## src/design/time_conv_defines.svh

```systemverilog
// Purpose: offsets, field positions, reset values of the converter register map
// Assumes: 4-bit register address, 28-bit register word
// Notes: header of constants only
// How it works
// - 18-bit primary start offset in bits 0-17 of register 5, used in every mode.
// - Secondary start offset in register 6 bits 8-25 applies in G-Mode only.
// - Register 5 bit 21 keeps stop inputs disabled until a start has arrived.
// - Register 5 bit 22 ignores further starts after one, in G, R, M modes.
// - Register 5 bit 23: trigger pin high gives master reset, quiet off only.
// - Register 5 bit 24: trigger pin high gives partial reset, quiet off only.
// - Register 5 bit 25: output-enable pin low gives master reset.
// - Register 5 bit 26: output-enable pin low gives partial reset.
// - Fill flags of both result queues set when occupancy reaches register 6 bits 0-7.
// - Reading register 6 returns the fill threshold bits inverted.
// - I-Mode with register 6 bit 26: stop input one to odd, two to even channels.
// - Differential input buffers powered only while register 6 bit 27 is one.
// - PLL fast divider in register 7 bits 0-7, reference divider in bits 8-10.
// - Register 7 bit 11 tuning on, bit 12 phase invert, bit 13 opens loop.
// - Internal timer runs 1 to 8192 reference periods (value plus one) from register 7 bits 15-27.
// - Register 14 bit 4 selects 16-bit bus; other bits are written zero.
// - In 16-bit mode every register access is two consecutive 16-bit transfers.
// - I-Mode result: time 0-16, slope 17, start number 18-25, channel 26-27.
// - G-Mode result: time 0-21, slope in bit 22, one means rising.
// - R and M mode result: time in bits 0-22 only, upper bits zero.
// - Register 10 returns first-start interval bits 0-16 in I-Mode, else zero.
// - Master reset clears state but not config; partial also keeps queue content.
// - Quiet mode: ALU starts only on trigger pin rising edge or software trigger.
`ifndef TIME_CONV_DEFINES_SVH
`define TIME_CONV_DEFINES_SVH
`define WORD_W          28
`define HALF_W          16
`define ADR_GATING      4'h5
`define ADR_LEVEL       4'h6
`define ADR_PLL         4'h7
`define ADR_RESULT_A    4'h8
`define ADR_RESULT_B    4'h9
`define ADR_INTERVAL    4'hA
`define ADR_BUS_WIDTH   4'hE
`define CFG_RESET       28'h0000000
`define OFS1_MSB        17
`define OFS1_LSB        0
`define GATE_STOP_BIT   21
`define GATE_START_BIT  22
`define FULL_TRIG_BIT   23
`define PART_TRIG_BIT   24
`define FULL_OEN_BIT    25
`define PART_OEN_BIT    26
`define FILL_MSB        7
`define FILL_LSB        0
`define OFS2_MSB        25
`define OFS2_LSB        8
`define ROUTE_BIT       26
`define POWER_BIT       27
`define FAST_DIV_MSB    7
`define FAST_DIV_LSB    0
`define REF_DIV_MSB     10
`define REF_DIV_LSB     8
`define TUNE_BIT        11
`define PHASE_BIT       12
`define LOOP_OPEN_BIT   13
`define TIMER_MSB       27
`define TIMER_LSB       15
`define HALF_BUS_BIT    4
`define HALF_BUS_MASK   28'h0000010
`define QUEUE_DEPTH     2
`endif

```

## src/design/time_conv_pkg.sv

```systemverilog
// Purpose: shared types of the converter register map
// Assumes: nothing
// Notes: constants live in the defines header
`default_nettype none
package time_conv_pkg;
  typedef enum logic [1:0] {MODE_I, MODE_G, MODE_R, MODE_M} mode_t;
  typedef enum logic [1:0] {BUS_IDLE, BUS_RD, BUS_WR} bus_state_t;
  typedef struct packed {
    logic [1:0]  chan_tag;
    logic [7:0]  start_num;
    logic        slope;
    logic [22:0] hit_time;
  } hit_t;
endpackage
`default_nettype wire

```

## src/design/result_queue_if.sv

```systemverilog
// Purpose: carrier between the register bank and one result buffer
// Assumes: single clock
// Notes: owner side feeds and drains, buffer side stores
`timescale 1ns/10ps
`default_nettype none
interface result_queue_if #(parameter int W = 34, parameter int LW = 2);
  logic          push_valid;
  logic          push_ready;
  logic [W-1:0]  push_data;
  logic          pop_valid;
  logic          pop_ready;
  logic [W-1:0]  pop_data;
  logic [LW-1:0] level;
  logic          flush;
  modport buffer (input push_valid, push_data, pop_ready, flush,
                  output push_ready, pop_valid, pop_data, level);
  modport owner (output push_valid, push_data, pop_ready, flush,
                 input push_ready, pop_valid, pop_data, level);
endinterface
`default_nettype wire

```

## src/design/result_buffer.sv

```systemverilog
// Purpose: small result queue with valid/ready on both sides
// Assumes: level width of the carrier is clog2(DEPTH+1)
// Notes: flush empties it; a full queue stalls the producer
`timescale 1ns/10ps
`default_nettype none
module result_buffer #(
  parameter int W     = 34,
  parameter int DEPTH = 2
) (
  input wire logic        clk,
  input wire logic        rst,
  result_queue_if.buffer  q
);
  localparam int PW = (DEPTH > 1) ? $clog2(DEPTH) : 1;
  localparam int LW = $clog2(DEPTH + 1);

  logic [W-1:0]  mem_reg [DEPTH];
  logic [PW-1:0] wr_ptr_reg;
  logic [PW-1:0] rd_ptr_reg;
  logic [LW-1:0] count_reg;
  logic          do_push;
  logic          do_pop;

  function automatic logic [PW-1:0] bump(input logic [PW-1:0] p);
    bump = (p == PW'(DEPTH - 1)) ? '0 : PW'(p + 1'b1);
  endfunction

  assign q.push_ready = (count_reg != LW'(DEPTH));
  assign q.pop_valid  = (count_reg != '0);
  assign q.pop_data   = mem_reg[rd_ptr_reg];
  assign q.level      = count_reg;
  assign do_push      = q.push_valid && q.push_ready;
  assign do_pop       = q.pop_ready && q.pop_valid;

  always_ff @(posedge clk) begin
    if (do_push) begin
      mem_reg[wr_ptr_reg] <= q.push_data;
    end
  end

  always_ff @(posedge clk or posedge rst) begin
    if (rst) begin
      wr_ptr_reg <= '0;
      rd_ptr_reg <= '0;
      count_reg  <= '0;
    end else if (q.flush) begin
      wr_ptr_reg <= '0;
      rd_ptr_reg <= '0;
      count_reg  <= '0;
    end else begin
      if (do_push) begin
        wr_ptr_reg <= bump(wr_ptr_reg);
      end
      if (do_pop) begin
        rd_ptr_reg <= bump(rd_ptr_reg);
      end
      case ({do_push, do_pop})
        2'b10:   count_reg <= LW'(count_reg + 1'b1);
        2'b01:   count_reg <= LW'(count_reg - 1'b1);
        default: count_reg <= count_reg;
      endcase
    end
  end
endmodule
`default_nettype wire

```

## src/design/time_conv_regs.sv

```systemverilog
// Purpose: configuration and result register bank of the time converter
// Assumes: asynchronous strobed parallel bus, measurement core on CLK
// Notes: all pins except CLK and RESET pass two flip-flops; writes commit when the write strobe ends
`include "time_conv_defines.svh"
`timescale 1ns/10ps
`default_nettype none
module time_conv_regs #(
  parameter int DEPTH = `QUEUE_DEPTH
) (
  // clock and reset
  input  wire logic                    CLK,
  input  wire logic                    RESET,
  // register bus pins
  input  wire logic                    CS_N,
  input  wire logic                    RD_N,
  input  wire logic                    WR_N,
  input  wire logic [3:0]              ADDR,
  input  wire logic [`WORD_W-1:0]      DATA_IN,
  output logic      [`WORD_W-1:0]      DATA_OUT,
  output logic                         DATA_OE,
  input  wire logic                    OUTPUT_ENABLE_PIN_N,
  // trigger and start pins
  input  wire logic                    ALU_TRIGGER,
  input  wire logic                    START_PIN,
  // status from the measurement core
  input  wire logic [1:0]              MODE,
  input  wire logic                    QUIET,
  input  wire logic                    SOFT_TRIGGER,
  input  wire logic                    REF_TICK,
  input  wire logic                    TIMER_START,
  input  wire logic [16:0]             START_INTERVAL,
  // result streams from the core
  input  wire logic                    RESULT_A_VALID,
  output logic                         RESULT_A_READY,
  input  wire time_conv_pkg::hit_t     RESULT_A_DATA,
  input  wire logic                    RESULT_B_VALID,
  output logic                         RESULT_B_READY,
  input  wire time_conv_pkg::hit_t     RESULT_B_DATA,
  // controls to the core
  output logic [17:0]                  START_OFFSET_PRIMARY,
  output logic [17:0]                  START_OFFSET_SECONDARY,
  output logic                         STOP_INPUTS_ENABLE,
  output logic                         START_INPUT_ENABLE,
  output logic                         FULL_RESET,
  output logic                         PART_RESET,
  output logic [1:0]                   FILL_FLAG,
  output logic                         DIFF_ROUTING,
  output logic                         DIFF_POWER,
  output logic [7:0]                   PLL_FAST_DIV,
  output logic [2:0]                   PLL_REF_DIV,
  output logic                         RES_TUNE_ON,
  output logic                         PLL_PHASE_INVERT,
  output logic                         PLL_LOOP_OPEN,
  output logic                         TIMER_END,
  output logic                         ALU_START,
  output logic                         ALU_AUTO
);
  localparam int LW = $clog2(DEPTH + 1);
  localparam int HW = $bits(time_conv_pkg::hit_t);

  time_conv_pkg::mode_t      mode;
  time_conv_pkg::bus_state_t state_reg;
  logic [`WORD_W-1:0] cfg5_reg, cfg6_reg, cfg7_reg, cfg14_reg;
  logic [`WORD_W-1:0] word_reg, wdata_reg, read_mux, commit_word;
  logic [`HALF_W-1:0] low_half_reg;
  logic [3:0]         waddr_reg;
  logic               half_reg;
  logic               half_bus;
  // pin synchronisers: first stage feeds the second only
  logic [1:0]         cs_sync_reg, rd_sync_reg, wr_sync_reg;
  logic [1:0]         oen_sync_reg, trig_sync_reg, start_sync_reg;
  logic [3:0]         addr_meta_reg, addr_sync_reg;
  logic [`WORD_W-1:0] data_meta_reg, data_sync_reg;
  logic               trig_prev_reg, start_prev_reg;
  logic               start_seen_reg;
  logic               timer_run_reg;
  logic [12:0]        timer_cnt_reg;
  logic               rd_act, wr_act, trig_s, oen_low, start_rise, trig_rise;
  logic               full_next, part_next, oen_repurposed;
  logic               pop_a, pop_b;

  result_queue_if #(.W(HW), .LW(LW)) qa ();
  result_queue_if #(.W(HW), .LW(LW)) qb ();

  result_buffer #(.W(HW), .DEPTH(DEPTH)) u_queue_a (
    .clk (CLK),
    .rst (RESET),
    .q   (qa)
  );
  result_buffer #(.W(HW), .DEPTH(DEPTH)) u_queue_b (
    .clk (CLK),
    .rst (RESET),
    .q   (qb)
  );

  // result word layout depends on the measurement mode
  function automatic logic [`WORD_W-1:0] fmt(input time_conv_pkg::hit_t h,
                                             input time_conv_pkg::mode_t m);
    case (m)
      time_conv_pkg::MODE_I: fmt = {h.chan_tag, h.start_num, h.slope,
                                    h.hit_time[16:0]};
      time_conv_pkg::MODE_G: fmt = {5'h00, h.slope, h.hit_time[21:0]};
      default:               fmt = {5'h00, h.hit_time};
    endcase
  endfunction

  function automatic logic fill_hit(input logic [7:0] lvl, input logic [7:0] thr);
    fill_hit = (lvl >= thr);
  endfunction

  assign mode     = time_conv_pkg::mode_t'(MODE);
  assign half_bus = cfg14_reg[`HALF_BUS_BIT];

  always_ff @(posedge CLK or posedge RESET) begin
    if (RESET) begin
      cs_sync_reg    <= 2'h3;
      rd_sync_reg    <= 2'h3;
      wr_sync_reg    <= 2'h3;
      oen_sync_reg   <= 2'h3;
      trig_sync_reg  <= 2'h0;
      start_sync_reg <= 2'h0;
      addr_meta_reg  <= 4'h0;
      addr_sync_reg  <= 4'h0;
      data_meta_reg  <= 28'h0000000;
      data_sync_reg  <= 28'h0000000;
      trig_prev_reg  <= 1'b0;
      start_prev_reg <= 1'b0;
    end else begin
      cs_sync_reg    <= {cs_sync_reg[0], CS_N};
      rd_sync_reg    <= {rd_sync_reg[0], RD_N};
      wr_sync_reg    <= {wr_sync_reg[0], WR_N};
      oen_sync_reg   <= {oen_sync_reg[0], OUTPUT_ENABLE_PIN_N};
      trig_sync_reg  <= {trig_sync_reg[0], ALU_TRIGGER};
      start_sync_reg <= {start_sync_reg[0], START_PIN};
      addr_meta_reg  <= ADDR;
      addr_sync_reg  <= addr_meta_reg;
      data_meta_reg  <= DATA_IN;
      data_sync_reg  <= data_meta_reg;
      trig_prev_reg  <= trig_sync_reg[1];
      start_prev_reg <= start_sync_reg[1];
    end
  end

  assign rd_act     = !cs_sync_reg[1] && !rd_sync_reg[1];
  assign wr_act     = !cs_sync_reg[1] && !wr_sync_reg[1];
  assign trig_s     = trig_sync_reg[1];
  assign oen_low    = !oen_sync_reg[1];
  assign trig_rise  = trig_s && !trig_prev_reg;
  assign start_rise = start_sync_reg[1] && !start_prev_reg;

  // reset requests follow the pin level, so they hold as long as the pin does
  assign full_next = (!QUIET && cfg5_reg[`FULL_TRIG_BIT] && trig_s)
                   || (cfg5_reg[`FULL_OEN_BIT] && oen_low);
  assign part_next = (!QUIET && cfg5_reg[`PART_TRIG_BIT] && trig_s)
                   || (cfg5_reg[`PART_OEN_BIT] && oen_low);
  assign oen_repurposed = cfg5_reg[`FULL_OEN_BIT] || cfg5_reg[`PART_OEN_BIT];

  always_comb begin
    case (addr_sync_reg)
      `ADR_GATING:    read_mux = cfg5_reg;
      `ADR_LEVEL:     read_mux = {cfg6_reg[`WORD_W-1:`FILL_MSB+1],
                                  ~cfg6_reg[`FILL_MSB:`FILL_LSB]};
      `ADR_PLL:       read_mux = cfg7_reg;
      `ADR_RESULT_A:  read_mux = qa.pop_valid ? fmt(qa.pop_data, mode) : '0;
      `ADR_RESULT_B:  read_mux = qb.pop_valid ? fmt(qb.pop_data, mode) : '0;
      `ADR_INTERVAL:  read_mux = (mode == time_conv_pkg::MODE_I) ?
                                 {11'h000, START_INTERVAL} : '0;
      `ADR_BUS_WIDTH: read_mux = cfg14_reg;
      default:        read_mux = '0;
    endcase
  end

  // a 16-bit pair carries the low half first, then the upper twelve bits
  assign commit_word = half_bus ? {wdata_reg[11:0], low_half_reg} : wdata_reg;

  // bus sequencer: reads latch at strobe start, writes commit at strobe end
  always_ff @(posedge CLK or posedge RESET) begin
    if (RESET) begin
      state_reg    <= time_conv_pkg::BUS_IDLE;
      word_reg     <= 28'h0000000;
      DATA_OUT     <= 28'h0000000;
      wdata_reg    <= 28'h0000000;
      waddr_reg    <= 4'h0;
      low_half_reg <= 16'h0000;
      half_reg     <= 1'b0;
    end else begin
      case (state_reg)
        time_conv_pkg::BUS_IDLE: begin
          if (!half_bus) begin
            half_reg <= 1'b0;
          end
          if (rd_act) begin
            state_reg <= time_conv_pkg::BUS_RD;
            if (half_bus && half_reg) begin
              DATA_OUT <= {16'h0000, word_reg[`WORD_W-1:`HALF_W]};
            end else begin
              word_reg <= read_mux;
              DATA_OUT <= half_bus ? {12'h000, read_mux[`HALF_W-1:0]} : read_mux;
            end
          end else if (wr_act) begin
            state_reg <= time_conv_pkg::BUS_WR;
          end
        end
        time_conv_pkg::BUS_RD: begin
          if (!rd_act) begin
            state_reg <= time_conv_pkg::BUS_IDLE;
            if (half_bus) begin
              half_reg <= !half_reg;
            end
          end
        end
        time_conv_pkg::BUS_WR: begin
          if (wr_act) begin
            wdata_reg <= data_sync_reg;
            waddr_reg <= addr_sync_reg;
          end else begin
            state_reg <= time_conv_pkg::BUS_IDLE;
            if (half_bus) begin
              half_reg <= !half_reg;
              if (!half_reg) begin
                low_half_reg <= wdata_reg[`HALF_W-1:0];
              end
            end
          end
        end
        default: state_reg <= time_conv_pkg::BUS_IDLE;
      endcase
    end
  end

  // configuration survives master and partial resets; only RESET clears it
  always_ff @(posedge CLK or posedge RESET) begin
    if (RESET) begin
      cfg5_reg  <= `CFG_RESET;
      cfg6_reg  <= `CFG_RESET;
      cfg7_reg  <= `CFG_RESET;
      cfg14_reg <= `CFG_RESET;
    end else if (state_reg == time_conv_pkg::BUS_WR && !wr_act
                 && (!half_bus || half_reg)) begin
      case (waddr_reg)
        `ADR_GATING:    cfg5_reg  <= commit_word;
        `ADR_LEVEL:     cfg6_reg  <= commit_word;
        `ADR_PLL:       cfg7_reg  <= commit_word;
        `ADR_BUS_WIDTH: cfg14_reg <= commit_word & `HALF_BUS_MASK;
        default:        cfg5_reg  <= cfg5_reg;
      endcase
    end
  end

  // a result leaves its queue when the read strobe of its word, or of its low half on a 16-bit bus, ends
  assign pop_a = state_reg == time_conv_pkg::BUS_RD && !rd_act
               && addr_sync_reg == `ADR_RESULT_A && (!half_bus || !half_reg);
  assign pop_b = state_reg == time_conv_pkg::BUS_RD && !rd_act
               && addr_sync_reg == `ADR_RESULT_B && (!half_bus || !half_reg);

  assign qa.push_valid   = RESULT_A_VALID;
  assign qa.push_data    = RESULT_A_DATA;
  assign qa.pop_ready    = pop_a;
  assign qa.flush        = FULL_RESET;
  assign RESULT_A_READY  = qa.push_ready;
  assign qb.push_valid   = RESULT_B_VALID;
  assign qb.push_data    = RESULT_B_DATA;
  assign qb.pop_ready    = pop_b;
  assign qb.flush        = FULL_RESET;

  assign RESULT_B_READY  = qb.push_ready;
  // pin is only an output enable while it is not assigned to resets
  assign DATA_OE = (state_reg == time_conv_pkg::BUS_RD) && (oen_repurposed || oen_low);

  // start gating state; either reset kind forgets the accepted start
  always_ff @(posedge CLK or posedge RESET) begin
    if (RESET) begin
      start_seen_reg <= 1'b0;
    end else if (FULL_RESET || PART_RESET) begin
      start_seen_reg <= 1'b0;
    end else if (start_rise && START_INPUT_ENABLE) begin
      start_seen_reg <= 1'b1;
    end
  end

  // internal timer counts reference periods from the programmed length
  always_ff @(posedge CLK or posedge RESET) begin
    if (RESET) begin
      timer_run_reg <= 1'b0;
      timer_cnt_reg <= 13'h0000;
      TIMER_END     <= 1'b0;
    end else if (FULL_RESET || PART_RESET) begin
      timer_run_reg <= 1'b0;
      timer_cnt_reg <= 13'h0000;
      TIMER_END     <= 1'b0;
    end else begin
      TIMER_END <= 1'b0;
      if (TIMER_START) begin
        timer_run_reg <= 1'b1;
        timer_cnt_reg <= cfg7_reg[`TIMER_MSB:`TIMER_LSB];
      end else if (timer_run_reg && REF_TICK) begin
        if (timer_cnt_reg == 13'h0000) begin
          timer_run_reg <= 1'b0;
          TIMER_END     <= 1'b1;
        end else begin
          timer_cnt_reg <= timer_cnt_reg - 13'h0001;
        end
      end
    end
  end

  // registered controls towards the core
  always_ff @(posedge CLK or posedge RESET) begin
    if (RESET) begin
      FULL_RESET             <= 1'b0;
      PART_RESET             <= 1'b0;
      START_OFFSET_PRIMARY   <= 18'h00000;
      START_OFFSET_SECONDARY <= 18'h00000;
      STOP_INPUTS_ENABLE     <= 1'b0;
      START_INPUT_ENABLE     <= 1'b0;
      FILL_FLAG              <= 2'h0;
      DIFF_ROUTING           <= 1'b0;
      DIFF_POWER             <= 1'b0;
      PLL_FAST_DIV           <= 8'h00;
      PLL_REF_DIV            <= 3'h0;
      RES_TUNE_ON            <= 1'b0;
      PLL_PHASE_INVERT       <= 1'b0;
      PLL_LOOP_OPEN          <= 1'b0;
      ALU_START              <= 1'b0;
      ALU_AUTO               <= 1'b0;
    end else begin
      FULL_RESET           <= full_next;
      PART_RESET           <= part_next;
      START_OFFSET_PRIMARY <= cfg5_reg[`OFS1_MSB:`OFS1_LSB];
      START_OFFSET_SECONDARY <= (mode == time_conv_pkg::MODE_G) ?
                                cfg6_reg[`OFS2_MSB:`OFS2_LSB] : 18'h00000;
      STOP_INPUTS_ENABLE   <= !cfg5_reg[`GATE_STOP_BIT] || start_seen_reg;
      START_INPUT_ENABLE   <= !(cfg5_reg[`GATE_START_BIT] && start_seen_reg
                                && mode != time_conv_pkg::MODE_I);
      FILL_FLAG[0]         <= fill_hit(8'(qa.level), cfg6_reg[`FILL_MSB:`FILL_LSB]);
      FILL_FLAG[1]         <= fill_hit(8'(qb.level), cfg6_reg[`FILL_MSB:`FILL_LSB]);
      DIFF_ROUTING         <= cfg6_reg[`ROUTE_BIT]
                              && mode == time_conv_pkg::MODE_I;
      DIFF_POWER           <= cfg6_reg[`POWER_BIT];
      PLL_FAST_DIV         <= cfg7_reg[`FAST_DIV_MSB:`FAST_DIV_LSB];
      PLL_REF_DIV          <= cfg7_reg[`REF_DIV_MSB:`REF_DIV_LSB];
      RES_TUNE_ON          <= cfg7_reg[`TUNE_BIT];
      PLL_PHASE_INVERT     <= cfg7_reg[`PHASE_BIT];
      PLL_LOOP_OPEN        <= cfg7_reg[`LOOP_OPEN_BIT];
      ALU_AUTO             <= !QUIET;
      ALU_START            <= QUIET && (trig_rise || SOFT_TRIGGER);
    end
  end
endmodule
`default_nettype wire

```

## config.mk

```make
export PLATFORM = sky130hd
export DESIGN_NAME = time_conv_regs
export DESIGN_NICKNAME = d
export VERILOG_FILES = /design/src/design/time_conv_pkg.sv /design/src/design/result_queue_if.sv /design/src/design/result_buffer.sv /design/src/design/time_conv_regs.sv
export VERILOG_INCLUDE_DIRS = /design/src /design/src/design
export SDC_FILE = /design/constraint.sdc
export NUM_CORES = 1
export LEC_CHECK = 0
export ABC_CLOCK_PERIOD_IN_PS = 15100
export BUFFER_PORTS_ARGS = -buffer_cell sky130_fd_sc_hd__buf_2
export CAP_MARGIN = 20
export CORE_MARGIN = 5
export CORE_UTILIZATION = 30
export DETAILED_ROUTE_END_ITERATION = 10
export GPL_ROUTABILITY_DRIVEN = 0
export GPL_TIMING_DRIVEN = 0
export PLACE_DENSITY = 0.49
export SLEW_MARGIN = 20
export SYNTH_ARGS = -nofsm -noshare
export SYNTH_HDL_FRONTEND = slang
export SYNTH_HIERARCHICAL = 1
export SYNTH_SLANG_ARGS = --single-unit
```

## constraint.sdc

```tcl
create_clock -name CLK -period 15.1 [get_ports CLK]
set_input_delay 0.755 -clock CLK [delete_from_list [all_inputs] [get_ports CLK]]
set_output_delay 0.755 -clock CLK [all_outputs]
set_load 0.03 [all_outputs]
```

==> metrics.yaml, run 1 <==
drtIter0Drc: 782
fin_cells: 2452
crit_chain: "buf_2 -> buf_2 -> buf_2 -> or3_1 -> a2111oi_2 -> o21ai_0 -> xor2_1 -> nor2_1"
fin_crit_sh: 0.1946
antenna_found_initial: 5
cts_sinks: 474
reg2reg_depth: 8
fin_ws_ns: 12.16
synthTopCellsByArea: "dfrtp_1 45%, edfxtp_1 22%, mux2_4 4.7%"
drc: 0
grt_start_max_net_pins: 110
max-clock-path-buffers: 3
synth_edf_count: 136
rows: 91
mostFrequentLayoutCell: "dfrtp_1"
syn_nets: 1471
status: "completed"
path_max_fanout: 10
io_buffers: 224
r2r_slack_ns: 12.16
place_hpwl_mm: 41.82
vias_per_cell: 4.850
timing.fmax_ghz: 0.3404
cp_slowest_stage_delay_ns: 0.71
grt_overflow_total: 0
worst_setup_path_end_kind: "flop"
skew_ns: 0.01204
min_path_type: "primary input to async pin"
ios: 225
synth_area_um2: 18530
max_slew.worst_pin.slew_ns: 1.022
final_nets: 1756
synth_top_area_share: 0.4456
holdWs_ns: 0.1184
insertion_delay_ns: 0.59
synth.largest_area_cell: "dfrtp_1"
cts_resized: 0
rsz0062_at_grt: "false"
leakage_nw: 9.703
ys_warn_count: 6
crit_required_ns: 15.55
core_area_um2: 61480
yosysSeqAreaShare: 0.6773
ys_ff_latch: 474
layout_common_cells: "330 x dfrtp_1, 245 x buf_2, 136 x nand2_1, 136 x edfxtp_1, 135 x o21ai_0"
die_x_um: 258.5
async_flop_share: 0.7131
grt_usage: 0.1660
cts_made_buffers: 51
cts_tree: "done"
die_area_um2: 66850
vias: 11890
path_class: "flop to flop"
initial_core_util: 0.3014
wirelength_mm: 56.58
syn2layout_area_growth_pct: 21.50
route.detailed.wl_per_inst_um: 23.08
finalSetupTns_ns: 0
powerDensity_nw_per_um2: 179.3
post-route-min-period_ns: 2.938
grt_pass1_wl_mm: 83.14
ctsHoldBuffers: 0
dp.cells: 2351
setup_viol: 0
clkTransAtPathRegs_ns: 0.06
peakVddDrop_mv: 0.08441
path_common_cell: "buf_2"
cts.htree.levels: 2
drive_gt1_frac: 0.3068
avgSynthCellArea_um2: 13.94
cts_root_buffer: "clkbuf_16"
post_synth_num_cell_types: 74
ant_nets: 0
drtPass1Iterations: 7
cp.arrival_ns: 3.39
synth_cells: 1329
hold_violations: 0
slew_viol_final: 0
final_core_util: 0.3662
post-cts-setup-buffer-count: 0
critPathSlowestCell: "a2111oi_2"
fp.dieH_um: 258.5
grt_pass1_vias: 12500
post-place-ws_ns: 11.75
maxCapViolCount: 0
ys.flop_type: "dfrtp_1"
relSlewSlack: 0.3174
critPathLaunchType: "flop"
==> report_power, final <==
part	switching (mW)	internal, mW
sequential	0.191	1.63
clock	0.519	0.726
combinational	0.593	0.382
==> kinds of logic (layout without fill, tap and decap cells) <==
kind of cell | count (synthesis) | after routing | share of synthesized area
flip-flops | 474 | 474 | 0.6773
AND/OR/NAND/NOR | 292 | 292 | 0.08007
AO/OA/AOI/OAI | 281 | 281 | 0.09540
multiplexers | 170 | 170 | 0.1122
buffers and inverters | 93 | 420 | 0.02424
XOR/XNOR | 10 | 10 | 0.004726
adder cells (fa/ha/maj) | 9 | 9 | 0.006076
other | 0 | 6 | 0
==> routing by layer <==
metal  global-route usage  vias up  routed length [um]
met5                    0        -                  13
met3              0.04092       80                3557
met2               0.2780      315               27580
met4              0.04619        2                1534
met1               0.2163     6092               23900
li1                     -     5402                   -
==> critical path: cells and delay by family, from the launching register on <==
kind | cells | cell delay (ns)
AO/OA/AOI/OAI | 2 | 0.97
AND/OR/NAND/NOR | 2 | 0.51
buffers and inverters | 3 | 0.77
XOR/XNOR | 1 | 0.19
flip-flops | 1 | 0.37
==> through the flow <==
step | total power [mW] | cell area, um2
after floorplan | 2.425 | 18530
after global placement | 2.790 | 20640
after detailed placement | 2.823 | 20830
after CTS | 4.087 | 22500
after global routing | 4.242 | 22510
final | 4.038 | 22520
==> final timing paths <==
check / startpoint / end
worst max-delay path: addr_sync_reg[1]$_DFF_PP0_ / u_queue_a/rd_ptr_reg$_DFFE_PP0P_
worst min-delay path: RESET / u_queue_b/wr_ptr_reg$_DFFE_PP0P_
worst max register to register: addr_sync_reg[1]$_DFF_PP0_ / u_queue_a/rd_ptr_reg$_DFFE_PP0P_
worst min register to register: data_meta_reg[1]$_DFF_PP0_ / data_sync_reg[1]$_DFF_PP0_
max in group asynchronous: RESET / START_OFFSET_SECONDARY[3]$_DFF_PP0_
min in group CLK: OUTPUT_ENABLE_PIN_N / oen_sync_reg[0]$_DFF_PP1_
==> cells in the mapped netlist, types with 10 or more instances <==
cell type and count:
clkbuf_1 35, edfxtp_1 136, mux2i_1 42, nor2_1 38, o22a_1 11, a21oi_1 34
mux2_4 58, a22o_1 13, buf_2 21, a22oi_1 29, dfrtp_1 330, a222oi_1 13
o21ai_0 135, nand3_1 10, inv_1 22, mux2_2 70, and2_1 22, or3_1 12
nand2_1 136
==> cell type report <==
| type | count | area [um2] |
|---|---|---|
| fill | 6031 | 38970 |
| sequential | 474 | 12550 |
| multi-input combinational | 762 | 5542 |
| clock buffer | 65 | 1401 |
| timing repair buffer | 232 | 1294 |
| tap | 790 | 988.4 |
| buffer | 71 | 366.6 |
| clock inverter | 30 | 269.0 |
| inverter | 22 | 90.09 |
| antenna | 6 | 15.01 |
(Power assumes the default switching activity.)
==> run 2, diff against run 1 <==
--- a/config.mk
+++ b/config.mk
@@ -6,7 +6,8 @@
 export SDC_FILE = /design/constraint.sdc
 export NUM_CORES = 1
 export LEC_CHECK = 0
-export ABC_CLOCK_PERIOD_IN_PS = 15100
+export ABC_AREA = 1
+export ABC_CLOCK_PERIOD_IN_PS = 2800
 export BUFFER_PORTS_ARGS = -buffer_cell sky130_fd_sc_hd__buf_2
 export CAP_MARGIN = 20
 export CORE_MARGIN = 5
==> constraint.sdc (replaced) <==
create_clock -name CLK -period 2.8 [get_ports CLK]
set_input_delay 0.14 -clock CLK [delete_from_list [all_inputs] [get_ports CLK]]
set_output_delay 0.14 -clock CLK [all_outputs]
set_load 0.03 [all_outputs]
==> metrics.yaml, run 2 <==
ys.flop_type: "dfrtp_1"
r2r-start: "addr_sync_reg[0]$_DFF_PP0_"
drive_gt1_frac: 0.2217  # -0.08507
r2r_slack_ns: 0.55  # -11.61 ns
ios: 225  # unchanged
ys_ff_latch: 474  # unchanged
synth_top_area_share: 0.4295  # -0.01604
grt_start_max_net_pins: 34  # -69%
clkTransAtPathRegs_ns: 0.06  # about the same
post-cts-setup-buffer-count: 0  # unchanged
synth_simple_gate_area_share: 0.1739  # +0.09383
relSlewSlack: 0.4197  # +0.1023
max_slew.worst_pin.slew_ns: 0.8613  # -0.1604 ns
die_x_um: 263.1  # +1.8%
final_nets: 2396  # +36%
initial_core_util: 0.3037  # +0.002232
mostFrequentLayoutCell: "nand2_1"
grt_overflow_total: 0  # unchanged
cts_tree: "done"
combPwrFrac: 0.298  # +0.057
ant_nets: 0  # unchanged
switchingPower_mw: 8.804  # +580%
post-route-min-period_ns: 2.251  # -0.6873 ns
drtIter0Drc: 1010  # +29%
vias_per_cell: 4.502  # -7.2%
p_seq_frac: 0.413  # -0.037
powerDensity_nw_per_um2: 994.4  # +450%
grt_usage: 0.1658  # -0.0002367
syn2layout_area_growth_pct: 28.46
cts_root_buffer: "clkbuf_16"
crit_required_ns: 3.26  # -12.29 ns
dp.cells: 2933  # +25%
worst_setup_path_end_kind: "flop"
timing.fmax_ghz: 0.4443  # +31%
grt_pass1_vias: 14740  # +18%
power_frac_clock: 0.289  # -0.019
leakage_nw: 11.28  # +16%
worstReg2RegEnd: "u_queue_a/q.level[1]$_DFFE_PP0P_"
fin_crit_sh: 0.8038  # +0.6092
p_int_mw: 15.75  # +480%
synth_compound_area_frac: 0.06254  # -0.03285
min_path_type: "primary input to async pin"
cts_sinks: 474  # unchanged
critPathLaunchType: "flop"
cts.htree.levels: 2  # unchanged
cp.arrival_ns: 2.71  # -0.68 ns
holdWs_ns: 0.04969  # -0.06868 ns
rsz0062_at_grt: "false"
drtPass1Iterations: 5  # -2
cts_made_buffers: 53  # +3.9%
io_buffers: 224  # unchanged
final_core_util: 0.3901  # +0.02384
synthTopCellsByArea: "dfrtp_1 43%, edfxtp_1 21%, nand2_1 8.9%"
drc: 0  # unchanged
slew_viol_final: 0  # unchanged
finalPower_mw: 24.56  # +510%
path_class: "flop to flop"
synth_top_family_by_area: "simple AND/OR/NAND/NOR gates"
vias: 14140  # +19%
synth_adder_area_share: 0.005857  # -0.0002187
synth_area_um2: 19220  # +3.7%
async_flop_share: 0.7131  # unchanged
status: "completed"
setup_viol: 0  # unchanged
layout_common_cells: "455 x nand2_1, 330 x dfrtp_1, 252 x buf_2, 218 x nor2_1, 168 x inv_1"
post_synth_num_cell_types: 36  # -51%
place_hpwl_mm: 43.64  # +4.3%
route.detailed.wl_per_inst_um: 18.62  # -19%
path_max_fanout: 10  # unchanged
diodes: 0  # -6
ys_top_cells_by_count: "455 x nand2_1, 330 x dfrtp_1, 222 x nor2_1"
reg2reg_depth: 11  # +3
insertion_delay_ns: 0.59  # about the same
fin_cells: 3142  # +28%
syn_nets: 1990  # +35%
synth_cells: 1848  # +39%
synth_xor_area_frac: 0.0009112  # -0.003815
wirelength_mm: 58.50  # +3.4%
avgSynthCellArea_um2: 10.40  # -25%
maxCapViolCount: 0  # unchanged
die_area_um2: 69250  # +3.6%
muxShareOfSynthArea: 0.04686  # -0.06535
yosysSeqAreaShare: 0.6529  # -0.02438
synth_most_common_cell: "nand2_1"
skew_ns: 0.01807  # +0.006028 ns
hold_violations: 0  # unchanged
fp.dieH_um: 263.1  # +1.8%
peakVddDrop_mv: 0.5814  # +590%
rows: 92  # +1.1%
max-clock-path-buffers: 3  # unchanged
grt_pass1_wl_mm: 89.19  # +7.3%
p_sw_frac: 0.3585  # +0.03578
synth.largest_area_cell: "dfrtp_1"
synth_edf_count: 136  # unchanged
antenna_found_initial: 2  # -3
core_area_um2: 63310  # +3.0%
ys_warn_count: 6  # unchanged
run 2: cell count changes in the layout (fill, tap and decap cells not counted), moves of 29 or more:
cell / before / now
mux2i_1: 42 / 0
a22oi_1: 29 / 0
inv_1: 19 / 168
mux2_4: 58 / 0
nor2_1: 38 / 218
dlygate4sd3_1: 0 / 112
nand2_1: 136 / 455
run 2: area by class of cell:
class                      count  area [um2]
buffer                        75       432.9
clock buffer                  81        1625
multi-input combinational   1123        5607
inverter                     176       666.9
fill                        6352       38610
tap                          846        1059
sequential                   474       12550
timing repair buffer         351        2572
clock inverter                16       181.4
run 2: kinds of logic (layout without fill, tap and decap cells):
kind of cell    count (synthesis)  in the layout
simple gates                  797            797
flops                         474            474
buf+inv                       251            699
compound gates                235            235
mux                            80             80
fa+ha+maj                       9              9
xor+xnor                        2              2
run 2: worst max-delay path by stage:
stage                     cells after the start                          endpoint  slack, ns                       start
after global routing                         10  u_queue_a/q.level[0]$_DFFE_PP0P_       0.42  addr_sync_reg[0]$_DFF_PP0_
after global placement                        2        trig_sync_reg[0]$_DFF_PP0_      -3.78                       RESET
after floorplan                               1                ALU_AUTO$_DFF_PP0_      -1.74                       RESET
final                                        11  u_queue_a/q.level[1]$_DFFE_PP0P_       0.55  addr_sync_reg[0]$_DFF_PP0_
after CTS                                    11  u_queue_a/q.level[1]$_DFFE_PP0P_       0.57  addr_sync_reg[0]$_DFF_PP0_
after detailed placement                     11  u_queue_a/q.level[1]$_DFFE_PP0P_       0.58  addr_sync_reg[0]$_DFF_PP0_
run 2: power by group through the flow:
stage          Clock, mW  Combinational (mW)  Sequential, mW
6_report            7.09                7.32            10.2
5_1_grt             7.57                8.08            10.4
4_1_cts             7.29                7.39            10.2
3_5_place_dp           0                7.22            10.3
3_3_place_gp           0                6.94            10.3
2_1_floorplan          0                3.93            10.7
run 2: worst max-delay path: stages (launching register included):
cell and delay (ns):
dfrtp_1 0.50, nor2_1 0.41, buf_2 0.32, nand2_1 0.09
nor2_1 0.25, inv_1 0.12, nor2_4 0.16, nand2_1 0.09
nand2_1 0.07, nand2_1 0.05, nand3_1 0.06, nand2_1 0.05
run 2: repair_timing:
| action | in CTS | in global routing |
|---|---|---|
| endpoints found under the hold margin | 247 | 0 |
| resized for setup | 0 | 0 |
| hold buffers | 112 | 0 |
run 2: layer usage:
| layer | part of all wire | wire [um] | track usage | vias up |
|---|---|---|---|---|
| li1 | - | - | - | 6793 |
| met1 | 0.44 | 25840 | 0.2254 | 6900 |
| met2 | 0.48 | 27940 | 0.2746 | 375 |
| met3 | 0.058 | 3373 | 0.03250 | 76 |
| met4 | 0.023 | 1342 | 0.04232 | 0 |
| met5 | 0 | 0 | 0 | - |
run 2: through the flow:
step	setup TNS (ns)	setup slack [ns]	area (um2)
3_3_place_gp	-1340.58	-3.780	21410
4_1_cts	0	0.5672	24700
6_report	0	0.5493	24700
2_1_floorplan	-564.71	-1.740	19230
3_5_place_dp	0	0.5783	21770
5_1_grt	0	0.4171	24700
==> run 3, diff against run 2 <==
--- a/config.mk
+++ b/config.mk
@@ -6,8 +6,8 @@
 export SDC_FILE = /design/constraint.sdc
 export NUM_CORES = 1
 export LEC_CHECK = 0
-export ABC_AREA = 1
-export ABC_CLOCK_PERIOD_IN_PS = 2800
+export ABC_AREA = 0
+export ABC_CLOCK_PERIOD_IN_PS = 2160
 export BUFFER_PORTS_ARGS = -buffer_cell sky130_fd_sc_hd__buf_2
 export CAP_MARGIN = 20
 export CORE_MARGIN = 5
==> constraint.sdc (replaced) <==
create_clock -name CLK -period 2.16 [get_ports CLK]
set_input_delay 0.108 -clock CLK [delete_from_list [all_inputs] [get_ports CLK]]
set_output_delay 0.108 -clock CLK [all_outputs]
set_load 0.03 [all_outputs]
==> metrics.yaml, run 3 (synthesis results as in run 1) <==
drtIter0Drc: 752  # -26%
route.detailed.wl_per_inst_um: 22.19  # +19%
setup_viol: 3  # +3
worst_setup_path_end_kind: "flop"
violations: "setup timing"
path_class: "flop to flop"
vias_per_cell: 4.780  # +6.2%
fin_ws_ns: -0.1019  # -0.6512 ns
leakage_nw: 10.66  # -5.5%
timing.fmax_ghz: 0.4421  # -0.50%
rows: 91  # -1.1%
drc: 0  # unchanged
drtPass1Iterations: 6  # +1
layout_common_cells: "324 x dfrtp_1, 231 x buf_2, 136 x edfxtp_1, 132 x nand2_1, 130 x dlygate4sd3_1"
grt_usage: 0.1717  # +0.005913
maxCapViolCount: 0  # unchanged
place_hpwl_mm: 42.20  # -3.3%
clkTransAtPathRegs_ns: 0.06  # about the same
max_slew.worst_pin.slew_ns: 0.9984  # +0.1371 ns
cp.arrival_ns: 2.75  # +0.04 ns
path_max_fanout: 3  # -7
drive_gt1_frac: 0.3383  # +0.1166
peakVddDrop_mv: 0.6093  # +4.8%
dp.cells: 2358  # -20%
post-place-ws_ns: -0.9457  # -1.524 ns
io_buffers: 224  # unchanged
ios: 225  # unchanged
wirelength_mm: 58.09  # -0.70%
slew_viol_final: 0  # unchanged
post-route-min-period_ns: 2.262  # +0.01124 ns
hold_violations: 0  # unchanged
relSlewSlack: 0.3330  # -0.08670
r2r_slack_ns: -0.10  # -0.65 ns
finalSetupTns_ns: -0.1634  # -0.1634 ns
core_area_um2: 61480  # -2.9%
initial_core_util: 0.3014  # -0.002232
grt_pass1_wl_mm: 86.33  # -3.2%
cts_made_buffers: 52  # -1.9%
cts_tree: "done"
die_x_um: 258.5  # -1.7%
powerDensity_nw_per_um2: 1177  # +18%
holdWs_ns: 0.07926  # +0.02957 ns
cts.htree.levels: 2  # unchanged
die_area_um2: 66850  # -3.5%
grt_pass1_vias: 13090  # -11%
ant_nets: 0  # unchanged
antenna_found_initial: 2  # unchanged
mostFrequentLayoutCell: "dfrtp_1"
syn2layout_area_growth_pct: 33.30
insertion_delay_ns: 0.60  # about the same
final_nets: 1926  # -20%
min_path_type: "primary input to flop"
skew_ns: 0.01242  # -0.005642 ns
crit_required_ns: 2.64  # -0.62 ns
status: "finished, violations left"
max-clock-path-buffers: 3  # unchanged
rsz0062_at_grt: "true"
fin_cells: 2618  # -17%
grt_start_max_net_pins: 35  # +2.9%
fp.dieH_um: 258.5  # -1.7%
vias: 12520  # -12%
grt_overflow_total: 0  # unchanged
cts_root_buffer: "clkbuf_16"
cts_sinks: 474  # unchanged
critPathLaunchType: "flop"
fin_crit_sh: 1.047  # +0.2434
-- run 3: final cells by class --
| cell class | instances | area (um2) |
|---|---|---|
| antenna | 1 | 2.502 |
| buffer | 65 | 521.8 |
| clock buffer | 70 | 1449 |
| clock inverter | 27 | 247.7 |
| fill | 5836 | 36780 |
| inverter | 22 | 86.33 |
| multi-input combinational | 762 | 5812 |
| sequential | 474 | 12560 |
| tap | 790 | 988.4 |
| timing repair buffer | 407 | 3037 |
-- run 3: through the flow --
stage	power [mW]	utilization	area [um2]
finish	29.07	0.4018	24700
global route	30.51	0.4018	24700
CTS	29.25	0.3986	24510
detailed placement	19.78	0.3413	20990
global placement	19.53	0.3364	20680
floorplan	16.97	-	18570
-- run 3: final timing paths --
kind / depth (start not counted) / endpoint / startpoint
max: 7 / DATA_OUT[0]$_DFFE_PP0P_ / u_queue_a/q.level[1]$_DFFE_PP0P_
max in group asynchronous: 7 / data_sync_reg[13]$_DFF_PP0_ / RESET
min reg2reg: 0 / data_sync_reg[7]$_DFF_PP0_ / data_meta_reg[7]$_DFF_PP0_
max reg2reg: 7 / DATA_OUT[0]$_DFFE_PP0P_ / u_queue_a/q.level[1]$_DFFE_PP0P_
min in group asynchronous: 3 / STOP_INPUTS_ENABLE$_DFF_PP0_ / RESET
min: 4 / DATA_OUT[6]$_DFFE_PP0P_ / START_INTERVAL[6]
-- run 3: power breakdown --
part           switching, mW  total [mW]  internal, mW
Combinational           4.36        7.56          3.20
Clock                   3.73        8.80          5.08
Sequential              1.32        12.7          11.4
-- run 3: what timing repair did --
action / CTS / global route
setup buffers: 28 / 10
cloned: 0 / 0
resized for setup: 109 / 57
hold endpoints to repair: 252 / 0
hold buffers: 130 / 0
setup endpoints to repair: 182 / 134
pin swaps: 20 / 14
-- run 3: critical path, cell delays in order (launching register included) --
cell and delay [ns]:
dfrtp_2 0.41, or2_4 0.28, nor2b_4 0.14, and2_4 0.16, buf_8 0.13, a222oi_1 0.59
o22ai_1 0.24, o21bai_1 0.20
-- run 3: routing by layer --
layer | wire, um | up-vias | global-route usage
li1 | - | 5744 | -
met1 | 25080 | 6388 | 0.2280
met2 | 28780 | 298 | 0.2923
met3 | 2875 | 85 | 0.03381
met4 | 1348 | 0 | 0.04087
met5 | 0 | - | 0
